## src/nand_host_pkg.sv

```systemverilog
// Constants and carrier types shared by the NAND parameter/status host.
package nand_host_pkg;

   // Command and address bytes placed on the data lines.
   localparam logic [7:0] CMD_PARAM_PAGE = 8'hEC;
   localparam logic [7:0] CMD_READ_STATUS = 8'h70;
   localparam logic [7:0] CMD_READ_RESUME = 8'h00;
   localparam logic [7:0] ADDR_PARAM = 8'h00;

   // Parameter page layout; byte offsets within one 256-byte copy.
   localparam int PAGE_BYTES = 256;
   localparam logic [1:0] COPIES_LAST = 2'h2;
   localparam logic [7:0] OFS_TIMING = 8'h81;
   localparam logic [7:0] OFS_CACHE_TIMING = 8'h83;
   localparam logic [7:0] OFS_PROG_TIME = 8'h85;
   localparam logic [7:0] OFS_ERASE_TIME = 8'h87;
   localparam logic [7:0] OFS_LOAD_TIME = 8'h89;
   localparam logic [7:0] OFS_CCS_TIME = 8'h8B;
   localparam logic [7:0] OFS_ZERO_LO = 8'h8D;
   localparam logic [7:0] OFS_ZERO_HI = 8'hFD;
   localparam logic [7:0] OFS_CRC_LO = 8'hFE;
   localparam logic [7:0] OFS_CRC_HI = 8'hFF;

   // Values the device is expected to report, low byte first.
   localparam logic [15:0] EXP_TIMING_MODES = 16'h003F;
   localparam logic [15:0] EXP_WRITE_TIME = 16'h0258;
   localparam logic [15:0] EXP_WIPE_TIME = 16'h2710;
   localparam logic [15:0] EXP_LOAD_TIME = 16'h0019;
   localparam logic [15:0] EXP_CCS_TIME = 16'h0050;

   // Integrity check polynomial and seed.
   localparam logic [15:0] CRC_POLY = 16'h8005;
   localparam logic [15:0] CRC_SEED = 16'h4F4E;

   // Strobe pacing: each strobe phase waits for a divider tick; a read-low phase also waits out two cycles of lag.
   localparam int CLOCK_NS = 100;
   localparam int STROBE_NS = 200;
   localparam int STROBE_CYC = (STROBE_NS + CLOCK_NS - 1) / CLOCK_NS;
   localparam int BUSY_WAIT_NS = 1000;
   localparam int BUSY_WAIT_TICKS = (BUSY_WAIT_NS + STROBE_NS - 1) / STROBE_NS;

   // Control strobes driven toward the flash.
   typedef struct packed {
      logic ce_n;
      logic cle;
      logic ale;
      logic we_n;
      logic read_strobe_n;
   } nand_ctl_t;

   // Status byte, bit 7 first.
   typedef struct packed {
      logic not_protected;
      logic ready;
      logic array_idle_flag;
      logic [2:0] unused;
      logic prior_page_result_flag;
      logic op_fail;
   } nand_status_t;

   // Parameter fields kept after a page read.
   typedef struct packed {
      logic [15:0] timing_modes;
      logic [15:0] cache_timing_modes;
      logic [15:0] page_write_time_max;
      logic [15:0] block_wipe_time_max;
      logic [15:0] page_load_time_max;
      logic [15:0] column_change_setup_min;
   } param_fields_t;

endpackage

```

## src/nand_param_status_host.sv

```systemverilog
// Host sequencer reading the NAND parameter page and polling status.
//
// Behaviour
// - Bytes 254-255 hold the page check.
// - Check uses polynomial 8005h.
// - Seed 4F4Eh, no reflection, no final XOR.
// - Send 00h before resuming data reads.
`timescale 1ns/1ns
module nand_param_status_host #(
   parameter int TICK_DIV = nand_host_pkg::STROBE_CYC
) (
   // Clock and reset.
   input wire logic clock,
   input wire logic rst_n,
   // User orders, one-cycle pulses.
   input wire logic param_start,
   input wire logic status_start,
   input wire logic resume_start,
   input wire logic poll_stop,
   // User results.
   output logic busy,
   output logic param_done,
   output logic param_crc_ok,
   output logic param_field_err,
   output nand_host_pkg::param_fields_t param_fields,
   output nand_host_pkg::nand_status_t status,
   output logic status_valid,
   output logic op_fail_valid,
   output logic status_incoherent,
   // Flash pins.
   output nand_host_pkg::nand_ctl_t ctl,
   output logic [7:0] dq_out,
   output logic dq_oe_n,
   input wire logic [7:0] dq_in,
   input wire logic rb_n
);
   import nand_host_pkg::*;

   typedef enum logic [2:0] {
      S_IDLE, S_SEND_LO, S_SEND_HI, S_BUSY_WAIT, S_RDY_WAIT, S_RD_LO,
      S_RD_HI, S_POLL
   } state_t;

   localparam nand_ctl_t CTL_IDLE = '{1'b1, 1'b0, 1'b0, 1'b1, 1'b1};

   // Two-stage synchronisers for the asynchronous pins.
   logic [7:0] dq_m_q, dq_s_q;
   logic rb_m_q, rb_s_q;

   // Strobe pacing divider.
   logic [7:0] div_q, div_d;
   logic tick_q, tick_d;

   // Sequencer state.
   state_t state_q, state_d;
   nand_ctl_t ctl_q, ctl_d;
   logic [7:0] dq_out_q, dq_out_d;
   logic oe_n_q, oe_n_d;
   logic [7:0] byte_q, byte_d;
   logic [1:0] copy_q, copy_d;
   logic [3:0] wait_q, wait_d;
   logic [7:0] crc_lo_q, crc_lo_d;
   param_fields_t fields_q, fields_d;
   logic field_err_q, field_err_d;
   logic crc_ok_q, crc_ok_d;
   logic done_q, done_d;
   nand_status_t status_q, status_d;
   logic stat_valid_q, stat_valid_d;
   logic fail_valid_q, fail_valid_d;
   logic incoh_q, incoh_d;
   logic busy_q, busy_d;

   // Check engine hookup.
   logic crc_init, crc_en;
   logic [15:0] crc_val;

   // Expected page byte; bit 8 marks a checked byte.
   function automatic logic [8:0] byte_expect(input logic [7:0] idx);
      logic [8:0] r;
      r = 9'h000;
      case (idx)
         OFS_TIMING, OFS_CACHE_TIMING: r = {1'b1, EXP_TIMING_MODES[7:0]};
         OFS_TIMING + 8'h01, OFS_CACHE_TIMING + 8'h01:
            r = {1'b1, EXP_TIMING_MODES[15:8]};
         OFS_PROG_TIME: r = {1'b1, EXP_WRITE_TIME[7:0]};
         OFS_PROG_TIME + 8'h01: r = {1'b1, EXP_WRITE_TIME[15:8]};
         OFS_ERASE_TIME: r = {1'b1, EXP_WIPE_TIME[7:0]};
         OFS_ERASE_TIME + 8'h01: r = {1'b1, EXP_WIPE_TIME[15:8]};
         OFS_LOAD_TIME: r = {1'b1, EXP_LOAD_TIME[7:0]};
         OFS_LOAD_TIME + 8'h01: r = {1'b1, EXP_LOAD_TIME[15:8]};
         OFS_CCS_TIME: r = {1'b1, EXP_CCS_TIME[7:0]};
         OFS_CCS_TIME + 8'h01: r = {1'b1, EXP_CCS_TIME[15:8]};
         default: begin
            // Reserved and vendor bytes must all be zero.
            if (idx >= OFS_ZERO_LO && idx <= OFS_ZERO_HI) begin
               r = 9'h100;
            end
         end
      endcase
      return r;
   endfunction

   param_crc16 u_crc (
      .clock(clock),
      .rst_n(rst_n),
      .init(crc_init),
      .en(crc_en),
      .data(dq_s_q),
      .crc(crc_val)
   );

   // Pin synchronisers; only the second stage is read by logic.
   always_ff @(posedge clock or negedge rst_n) begin
      if (!rst_n) begin
         dq_m_q <= 8'h00;
         dq_s_q <= 8'h00;
         rb_m_q <= 1'b0;
         rb_s_q <= 1'b0;
      end else begin
         dq_m_q <= dq_in;
         dq_s_q <= dq_m_q;
         rb_m_q <= rb_n;
         rb_s_q <= rb_m_q;
      end
   end

   // Divider producing one tick every TICK_DIV cycles.
   always_comb begin
      tick_d = 1'b0;
      div_d = div_q + 8'h01;
      if (div_q == 8'(TICK_DIV - 1)) begin
         div_d = 8'h00;
         tick_d = 1'b1;
      end
   end

   always_ff @(posedge clock or negedge rst_n) begin
      if (!rst_n) begin
         div_q <= 8'h00;
         tick_q <= 1'b0;
      end else begin
         div_q <= div_d;
         tick_q <= tick_d;
      end
   end

   // Sequencer next-state logic.
   always_comb begin
      logic [8:0] exp;
      logic launch;
      exp = byte_expect(byte_q);
      launch = param_start | status_start | resume_start;
      state_d = state_q;
      ctl_d = ctl_q;
      dq_out_d = dq_out_q;
      oe_n_d = oe_n_q;
      byte_d = byte_q;
      copy_d = copy_q;
      wait_d = wait_q;
      crc_lo_d = crc_lo_q;
      fields_d = fields_q;
      field_err_d = field_err_q;
      crc_ok_d = crc_ok_q;
      done_d = 1'b0;
      status_d = status_q;
      stat_valid_d = stat_valid_q;
      fail_valid_d = fail_valid_q;
      incoh_d = incoh_q;
      crc_init = 1'b0;
      crc_en = 1'b0;
      // A new order is taken when idle, and also ends status mode.
      if ((state_q == S_IDLE || state_q == S_POLL) && launch) begin
         state_d = S_SEND_LO;
         ctl_d = '{1'b0, 1'b1, 1'b0, 1'b0, 1'b1};
         oe_n_d = 1'b0;
         stat_valid_d = 1'b0;
         if (param_start) begin
            dq_out_d = CMD_PARAM_PAGE;
         end else if (status_start) begin
            dq_out_d = CMD_READ_STATUS;
         end else begin
            // Reads after a poll restart with this command.
            dq_out_d = CMD_READ_RESUME;
         end
      end else begin
         case (state_q)
            S_IDLE: begin
               ctl_d = CTL_IDLE;
               oe_n_d = 1'b1;
            end
            S_SEND_LO: begin
               // Write strobe rises, latching the byte.
               if (tick_q) begin
                  ctl_d.we_n = 1'b1;
                  state_d = S_SEND_HI;
               end
            end
            S_SEND_HI: begin
               if (tick_q) begin
                  ctl_d.cle = 1'b0;
                  ctl_d.ale = 1'b0;
                  oe_n_d = 1'b1;
                  if (ctl_q.cle && dq_out_q == CMD_PARAM_PAGE) begin
                     // Page read needs one address byte.
                     ctl_d.ale = 1'b1;
                     ctl_d.we_n = 1'b0;
                     oe_n_d = 1'b0;
                     dq_out_d = ADDR_PARAM;
                     state_d = S_SEND_LO;
                  end else if (ctl_q.ale) begin
                     wait_d = 4'(BUSY_WAIT_TICKS);
                     state_d = S_BUSY_WAIT;
                  end else if (dq_out_q == CMD_READ_STATUS) begin
                     // Read strobe falls after chip select is low.
                     ctl_d.read_strobe_n = 1'b0;
                     state_d = S_POLL;
                  end else begin
                     ctl_d = CTL_IDLE;
                     state_d = S_IDLE;
                  end
               end
            end
            S_BUSY_WAIT: begin
               // Give the busy line time to fall before watching it.
               if (tick_q) begin
                  wait_d = wait_q - 4'h1;
                  if (wait_q == 4'h1) begin
                     state_d = S_RDY_WAIT;
                  end
               end
            end
            S_RDY_WAIT: begin
               if (rb_s_q && tick_q) begin
                  byte_d = 8'h00;
                  copy_d = 2'h0;
                  field_err_d = 1'b0;
                  crc_ok_d = 1'b0;
                  crc_init = 1'b1;
                  ctl_d.read_strobe_n = 1'b0;
                  wait_d = 4'h2;
                  state_d = S_RD_LO;
               end
            end
            S_RD_LO: begin
               // Hold the strobe low past the two-stage lag, so the
               // sampled byte is the one the flash now drives.
               if (wait_q != 4'h0) begin
                  wait_d = wait_q - 4'h1;
               end
               if (tick_q && wait_q == 4'h0) begin
                  ctl_d.read_strobe_n = 1'b1;
                  state_d = S_RD_HI;
                  crc_en = byte_q < OFS_CRC_LO;
                  if (exp[8] && dq_s_q != exp[7:0]) begin
                     field_err_d = 1'b1;
                  end
                  case (byte_q)
                     OFS_TIMING: fields_d.timing_modes[7:0] = dq_s_q;
                     OFS_TIMING + 8'h01:
                        fields_d.timing_modes[15:8] = dq_s_q;
                     OFS_CACHE_TIMING:
                        fields_d.cache_timing_modes[7:0] = dq_s_q;
                     OFS_CACHE_TIMING + 8'h01:
                        fields_d.cache_timing_modes[15:8] = dq_s_q;
                     OFS_PROG_TIME:
                        fields_d.page_write_time_max[7:0] = dq_s_q;
                     OFS_PROG_TIME + 8'h01:
                        fields_d.page_write_time_max[15:8] = dq_s_q;
                     OFS_ERASE_TIME:
                        fields_d.block_wipe_time_max[7:0] = dq_s_q;
                     OFS_ERASE_TIME + 8'h01:
                        fields_d.block_wipe_time_max[15:8] = dq_s_q;
                     OFS_LOAD_TIME:
                        fields_d.page_load_time_max[7:0] = dq_s_q;
                     OFS_LOAD_TIME + 8'h01:
                        fields_d.page_load_time_max[15:8] = dq_s_q;
                     OFS_CCS_TIME:
                        fields_d.column_change_setup_min[7:0] = dq_s_q;
                     OFS_CCS_TIME + 8'h01:
                        fields_d.column_change_setup_min[15:8] = dq_s_q;
                     OFS_CRC_LO: crc_lo_d = dq_s_q;
                     OFS_CRC_HI:
                        crc_ok_d = {dq_s_q, crc_lo_q} == crc_val;
                     default: begin
                     end
                  endcase
               end
            end
            S_RD_HI: begin
               if (tick_q) begin
                  byte_d = byte_q + 8'h01;
                  ctl_d.read_strobe_n = 1'b0;
                  wait_d = 4'h2;
                  state_d = S_RD_LO;
                  if (byte_q == OFS_CRC_HI) begin
                     if (crc_ok_q) begin
                        done_d = 1'b1;
                        ctl_d = CTL_IDLE;
                        state_d = S_IDLE;
                     end else if (copy_q == COPIES_LAST) begin
                        done_d = 1'b1;
                        ctl_d = CTL_IDLE;
                        state_d = S_IDLE;
                     end else begin
                        // A bad copy falls through to the next one.
                        copy_d = copy_q + 2'h1;
                        crc_init = 1'b1;
                        field_err_d = 1'b0;
                     end
                  end
               end
            end
            S_POLL: begin
               // Strobes stay low; the device keeps the byte current.
               stat_valid_d = 1'b1;
               status_d = dq_s_q;
               fail_valid_d = dq_s_q[5];
               if (!dq_s_q[6] && dq_s_q[5]) begin
                  incoh_d = 1'b1;
               end
               if (poll_stop) begin
                  ctl_d = CTL_IDLE;
                  stat_valid_d = 1'b0;
                  state_d = S_IDLE;
               end
            end
            default: begin
               ctl_d = CTL_IDLE;
               state_d = S_IDLE;
            end
         endcase
      end
      busy_d = state_d != S_IDLE;
   end

   // Sequencer registers.
   always_ff @(posedge clock or negedge rst_n) begin
      if (!rst_n) begin
         state_q <= S_IDLE;
         ctl_q <= CTL_IDLE;
         dq_out_q <= 8'h00;
         oe_n_q <= 1'b1;
         byte_q <= 8'h00;
         copy_q <= 2'h0;
         wait_q <= 4'h0;
         crc_lo_q <= 8'h00;
         fields_q <= '0;
         field_err_q <= 1'b0;
         crc_ok_q <= 1'b0;
         done_q <= 1'b0;
         status_q <= '0;
         stat_valid_q <= 1'b0;
         fail_valid_q <= 1'b0;
         incoh_q <= 1'b0;
         busy_q <= 1'b0;
      end else begin
         state_q <= state_d;
         ctl_q <= ctl_d;
         dq_out_q <= dq_out_d;
         oe_n_q <= oe_n_d;
         byte_q <= byte_d;
         copy_q <= copy_d;
         wait_q <= wait_d;
         crc_lo_q <= crc_lo_d;
         fields_q <= fields_d;
         field_err_q <= field_err_d;
         crc_ok_q <= crc_ok_d;
         done_q <= done_d;
         status_q <= status_d;
         stat_valid_q <= stat_valid_d;
         fail_valid_q <= fail_valid_d;
         incoh_q <= incoh_d;
         busy_q <= busy_d;
      end
   end

   assign busy = busy_q;
   assign param_done = done_q;
   assign param_crc_ok = crc_ok_q;
   assign param_field_err = field_err_q;
   assign param_fields = fields_q;
   assign status = status_q;
   assign status_valid = stat_valid_q;
   assign op_fail_valid = fail_valid_q;
   assign status_incoherent = incoh_q;
   assign ctl = ctl_q;
   assign dq_out = dq_out_q;
   assign dq_oe_n = oe_n_q;
endmodule

```

## src/param_crc16.sv

```systemverilog
// Byte-serial CRC-16 engine for the parameter page check.
`timescale 1ns/1ns
module param_crc16 (
   // Clock and reset.
   input wire logic clock,
   input wire logic rst_n,
   // Byte stream.
   input wire logic init,
   input wire logic en,
   input wire logic [7:0] data,
   // Running check value.
   output logic [15:0] crc
);
   import nand_host_pkg::*;

   logic [15:0] crc_q;
   logic [15:0] crc_d;

   // Shift the byte in most significant bit first, no reflection.
   always_comb begin
      crc_d = crc_q;
      if (init) begin
         crc_d = CRC_SEED;
      end else if (en) begin
         for (int i = 7; i >= 0; i--) begin
            if (crc_d[15] ^ data[i]) begin
               crc_d = {crc_d[14:0], 1'b0} ^ CRC_POLY;
            end else begin
               crc_d = {crc_d[14:0], 1'b0};
            end
         end
      end
   end

   // Register the running value.
   always_ff @(posedge clock or negedge rst_n) begin
      if (!rst_n) begin
         crc_q <= CRC_SEED;
      end else begin
         crc_q <= crc_d;
      end
   end

   assign crc = crc_q;
endmodule

```

## config.mk

```make
export PLATFORM = sky130hd
export DESIGN_NAME = nand_param_status_host
export DESIGN_NICKNAME = d
export VERILOG_FILES = /design/src/nand_host_pkg.sv /design/src/nand_param_status_host.sv /design/src/param_crc16.sv
export SDC_FILE = /design/constraint.sdc
export NUM_CORES = 1
export LEC_CHECK = 0
export BUFFER_PORTS_ARGS = -buffer_cell sky130_fd_sc_hd__buf_2
export CORE_ASPECT_RATIO = 1.4
export CORE_MARGIN = 2
export CORE_UTILIZATION = 51
export DETAILED_ROUTE_END_ITERATION = 7
export PLACE_DENSITY_LB_ADDON = 0.12
export SETUP_SLACK_MARGIN = 0.3
export SYNTH_ARGS = -nofsm -noshare
export SYNTH_HDL_FRONTEND = slang
export SYNTH_SLANG_ARGS = --single-unit
```

## constraint.sdc

```tcl
create_clock -name clock -period 2.3 [get_ports clock]
set_input_delay 0.345 -clock clock [delete_from_list [all_inputs] [get_ports clock]]
set_output_delay 0.345 -clock clock [all_outputs]
set_load 0.01 [all_outputs]
```

==> summary.md <==
| Metric | Value |
|---|---|
| Status | `finished with violations` |
| Failing checks | `negative setup slack` |
| I/O pin cnt | `140` |
| Die W | `112.0 um` |
| Htree depth | `4` |
| Vias in the first global route | `6565` |
| Top-count cell post-synth | `dfrtp_1` |
| HP Start | `dq_in[6]` |
| Final Hold Viols | `0` |
| Setup TNS | `-44.25 ps` |
| Skew final | `14.99 ps` |
| Synth area leader | `dfrtp_1` |
| Mean Syn Cell Area | `11.82 um2` |
| IO Port Bufs | `137` |
| Relative slew margins | `64.84%` |
| Number of flops mapped to enable cells by yosys | `0` |
| Maximum buffer depth of the clock tree | `2` |
| Routed wire per std cell | `20.19 um` |
| Min Hold Slack | `18.06 ps` |
| Wire length of the first global-routing pass | `35380 um` |
| CP Data Required Time | `2610 ps` |
| Max-cap violations | `0` |
| Area of the multi-input gates | `4175 um2` |
| First-pass DRT Iterations | `4` |
| Synth cell types | `75` |
| Placed cells | `1062` |
| Max VDD drop | `0.6953 mV` |
| Worst Setup SP | `byte_q[0]` |
| Critical Path Start Type | `flop` |
| Layout Cells excl Fill | `1143` |
| Core area | `16100 um2` |
| Post-layout util | `71.27%` |
| Synth Cell Area | `8332 um2` |
| ANT cells | `0` |
| Post-synth ARST share | `100.0%` |
| Crit end category | `flop` |
| Area Growth Syn to Fin | `37.74%` |
| TritonCTS clock tree | `yes` |
| Total grt overflow | `0` |
| Sequential cell area fraction in the yosys report | `56.36%` |
| Die height | `155.2 um` |
| WL final | `23080 um` |
| PD cells | `854.2 nW/um2` |
| DIE AREA | `17390 um2` |
| Final ANT Viol Nets | `0` |
| Tcrit/Tclk final | `101.9%` |
| Unrepaired setup endpoints after global routing | `true` |
| Initial DRC count | `297` |
| Ratio of cells with drive above 1 in the final layout | `50.32%` |
| Total CTS buffers | `17` |
| CP max FO | `4` |
| Synth top area share | `52.26%` |
| Post-layout min period | `2344 ps` |
| CTS Sinks | `187` |
| Yosys reg bits | `187` |
| # setup viols final | `1` |
| Register Area | `4705 um2` |
| Fmax | `0.4266 GHz` |
| Vias post-DR | `6357` |
| Clock transition at path regs | `70 ps` |
| Top FF cell, synth | `dfrtp_1` |
| Post-synth top cells | `dfrtp_1 (174), mux2_2 (90), nand2_1 (68)` |
| Initial antenna violation count | `0` |
| Largest net degree at the start of global routing | `55` |
| Leakage | `5.870 nW` |
| WS Path Type | `flop to flop` |
| Initial Utilization | `51.74%` |
| FF-to-FF Start | `byte_q[0]` |
| Total chip power | `9.802 mW` |
| Synth top area cells | `dfrtp_1 (52%), mux2_2 (12%), dfstp_2 (4.1%)` |
| HPWL after DPL | `15240 um` |
| Fillers | `1143` |
| Final worst slack | `-44.25 ps` |
| GPL Wtd Cong | `0.8765` |
| Overall routing resource usage | `25.83%` |
| Via density | `5.562` |
| DRC viols | `0` |
| Clock latency on the worst-skew pair | `430 ps` |
| Nets | `956` |
| Worst Tran Pin Value | `527.4 ps` |
| Post-synthesis cell count | `705` |
| Arr. time, crit path | `2660 ps` |
| Cell Rows | `55` |
| Synth warnings | `0` |
| Final Max Slew Viols | `0` |
| Hold Crit Class | `input pin to flop` |
| Root Buffer | `clkbuf_16` |
==> power breakdown <==
group          switching [mW]  internal (mW)
sequential              0.324           3.66
combinational            1.55           1.42
clock                    1.40           1.45
==> flip-flops by register name, summed over array words and instances, names as in the netlist, 2 cells and up <==
name	count
state_q	3
dq_m_q	8
copy_q	2
crc_lo_q	8
dq_out	3
div_q	8
u_crc.crc	16
dq_s_q	8
status	7
byte_q	8
ctl	5
wait_q	4
param_fields	96
==> path summary, 6_finish.rpt <==
kind / endpoint / slack, ps / cells past startpoint
worst max-delay path: param_field_err / -40 / 7
worst min-delay path: dq_m_q[6] / 20 / 1
worst max register to register: param_field_err / -40 / 7
worst min register to register: dq_s_q[0] / 350 / 0
max in group asynchronous: u_crc.crc[14] / 1140 / 3
min in group asynchronous: dq_s_q[0] / 420 / 2
==> placed cells by master, fill, tap and decap left out, types with 6 or more instances in the layout <==
cell	instances
dfrtp_1	167
buf_2	136
mux2_4	66
buf_4	66
nand2_1	51
buf_6	34
nor2_1	30
o21ai_0	28
xnor2_1	26
mux2_2	24
clkbuf_16	17
o21ai_1	15
a21oi_1	14
inv_1	13
nand2_2	13
dfstp_2	13
xor2_1	12
nand3_1	9
nand2_8	9
nand2b_1	8
and3_1	7
nor2b_1	7
o21ai_2	7
nor3_1	7
ha_1	7
dfrtp_2	7
a21oi_2	6
==> routing by layer <==
metal  track usage [%]  part of all wire [%]  wire (um)
met2             45.31                    54      12530
met3             5.493                   4.0        912
met4             8.827                   1.7        391
met1             31.84                    40       9251
met5                 0                     0          0
==> what timing repair did <==
| action | in CTS | in global routing |
|---|---|---|
| hold buffers | 1 | 0 |
| resized for setup | 125 | 112 |
| pin swaps | 17 | 43 |
| setup buffers | 16 | 27 |
| setup endpoints to repair | 113 | 122 |
| gates cloned | 1 | 4 |
| hold endpoints to repair | 38 | 0 |
==> kinds of logic (layout without fill, tap and decap cells) <==
kind of cell / count (synthesis) / in the layout / synth area share (%)
simple gates: 188 / 192 / 11.59
flops: 187 / 187 / 56.36
compound gates: 121 / 121 / 9.371
mux: 95 / 95 / 12.91
buf+inv: 60 / 294 / 3.529
xor+xnor: 43 / 43 / 4.685
fa+ha+maj: 10 / 10 / 1.502
other cells: 1 / 2 / 0.04501
==> stage by stage <==
step | setup WS [ps] | area (um2)
after global placement | 27.78 | 9605
final | -44.25 | 11480
after floorplan | -53.00 | 8413
after detailed placement | -21.22 | 9605
after global routing | -107.7 | 11480
after CTS | -4.925 | 10810
==> critical path: stages, from the launching register on <==
cell and delay, ps:
dfrtp_2 470, ha_4 180, or2_4 270, nor3b_1 150
o21ai_1 200, mux2_4 320, or4_1 460, a22o_1 180
==> layout make-up <==
type	instances	area share, %
Inverter	18	0.6106
Sequential cell	187	40.99
Tap cell	199	2.170
Timing Repair Buffer	244	14.81
Multi-Input combinational cell	463	36.38
Clock buffer	18	3.740
Clock inverter	14	1.297
No activity file was read; power rests on OpenSTA's default activity.
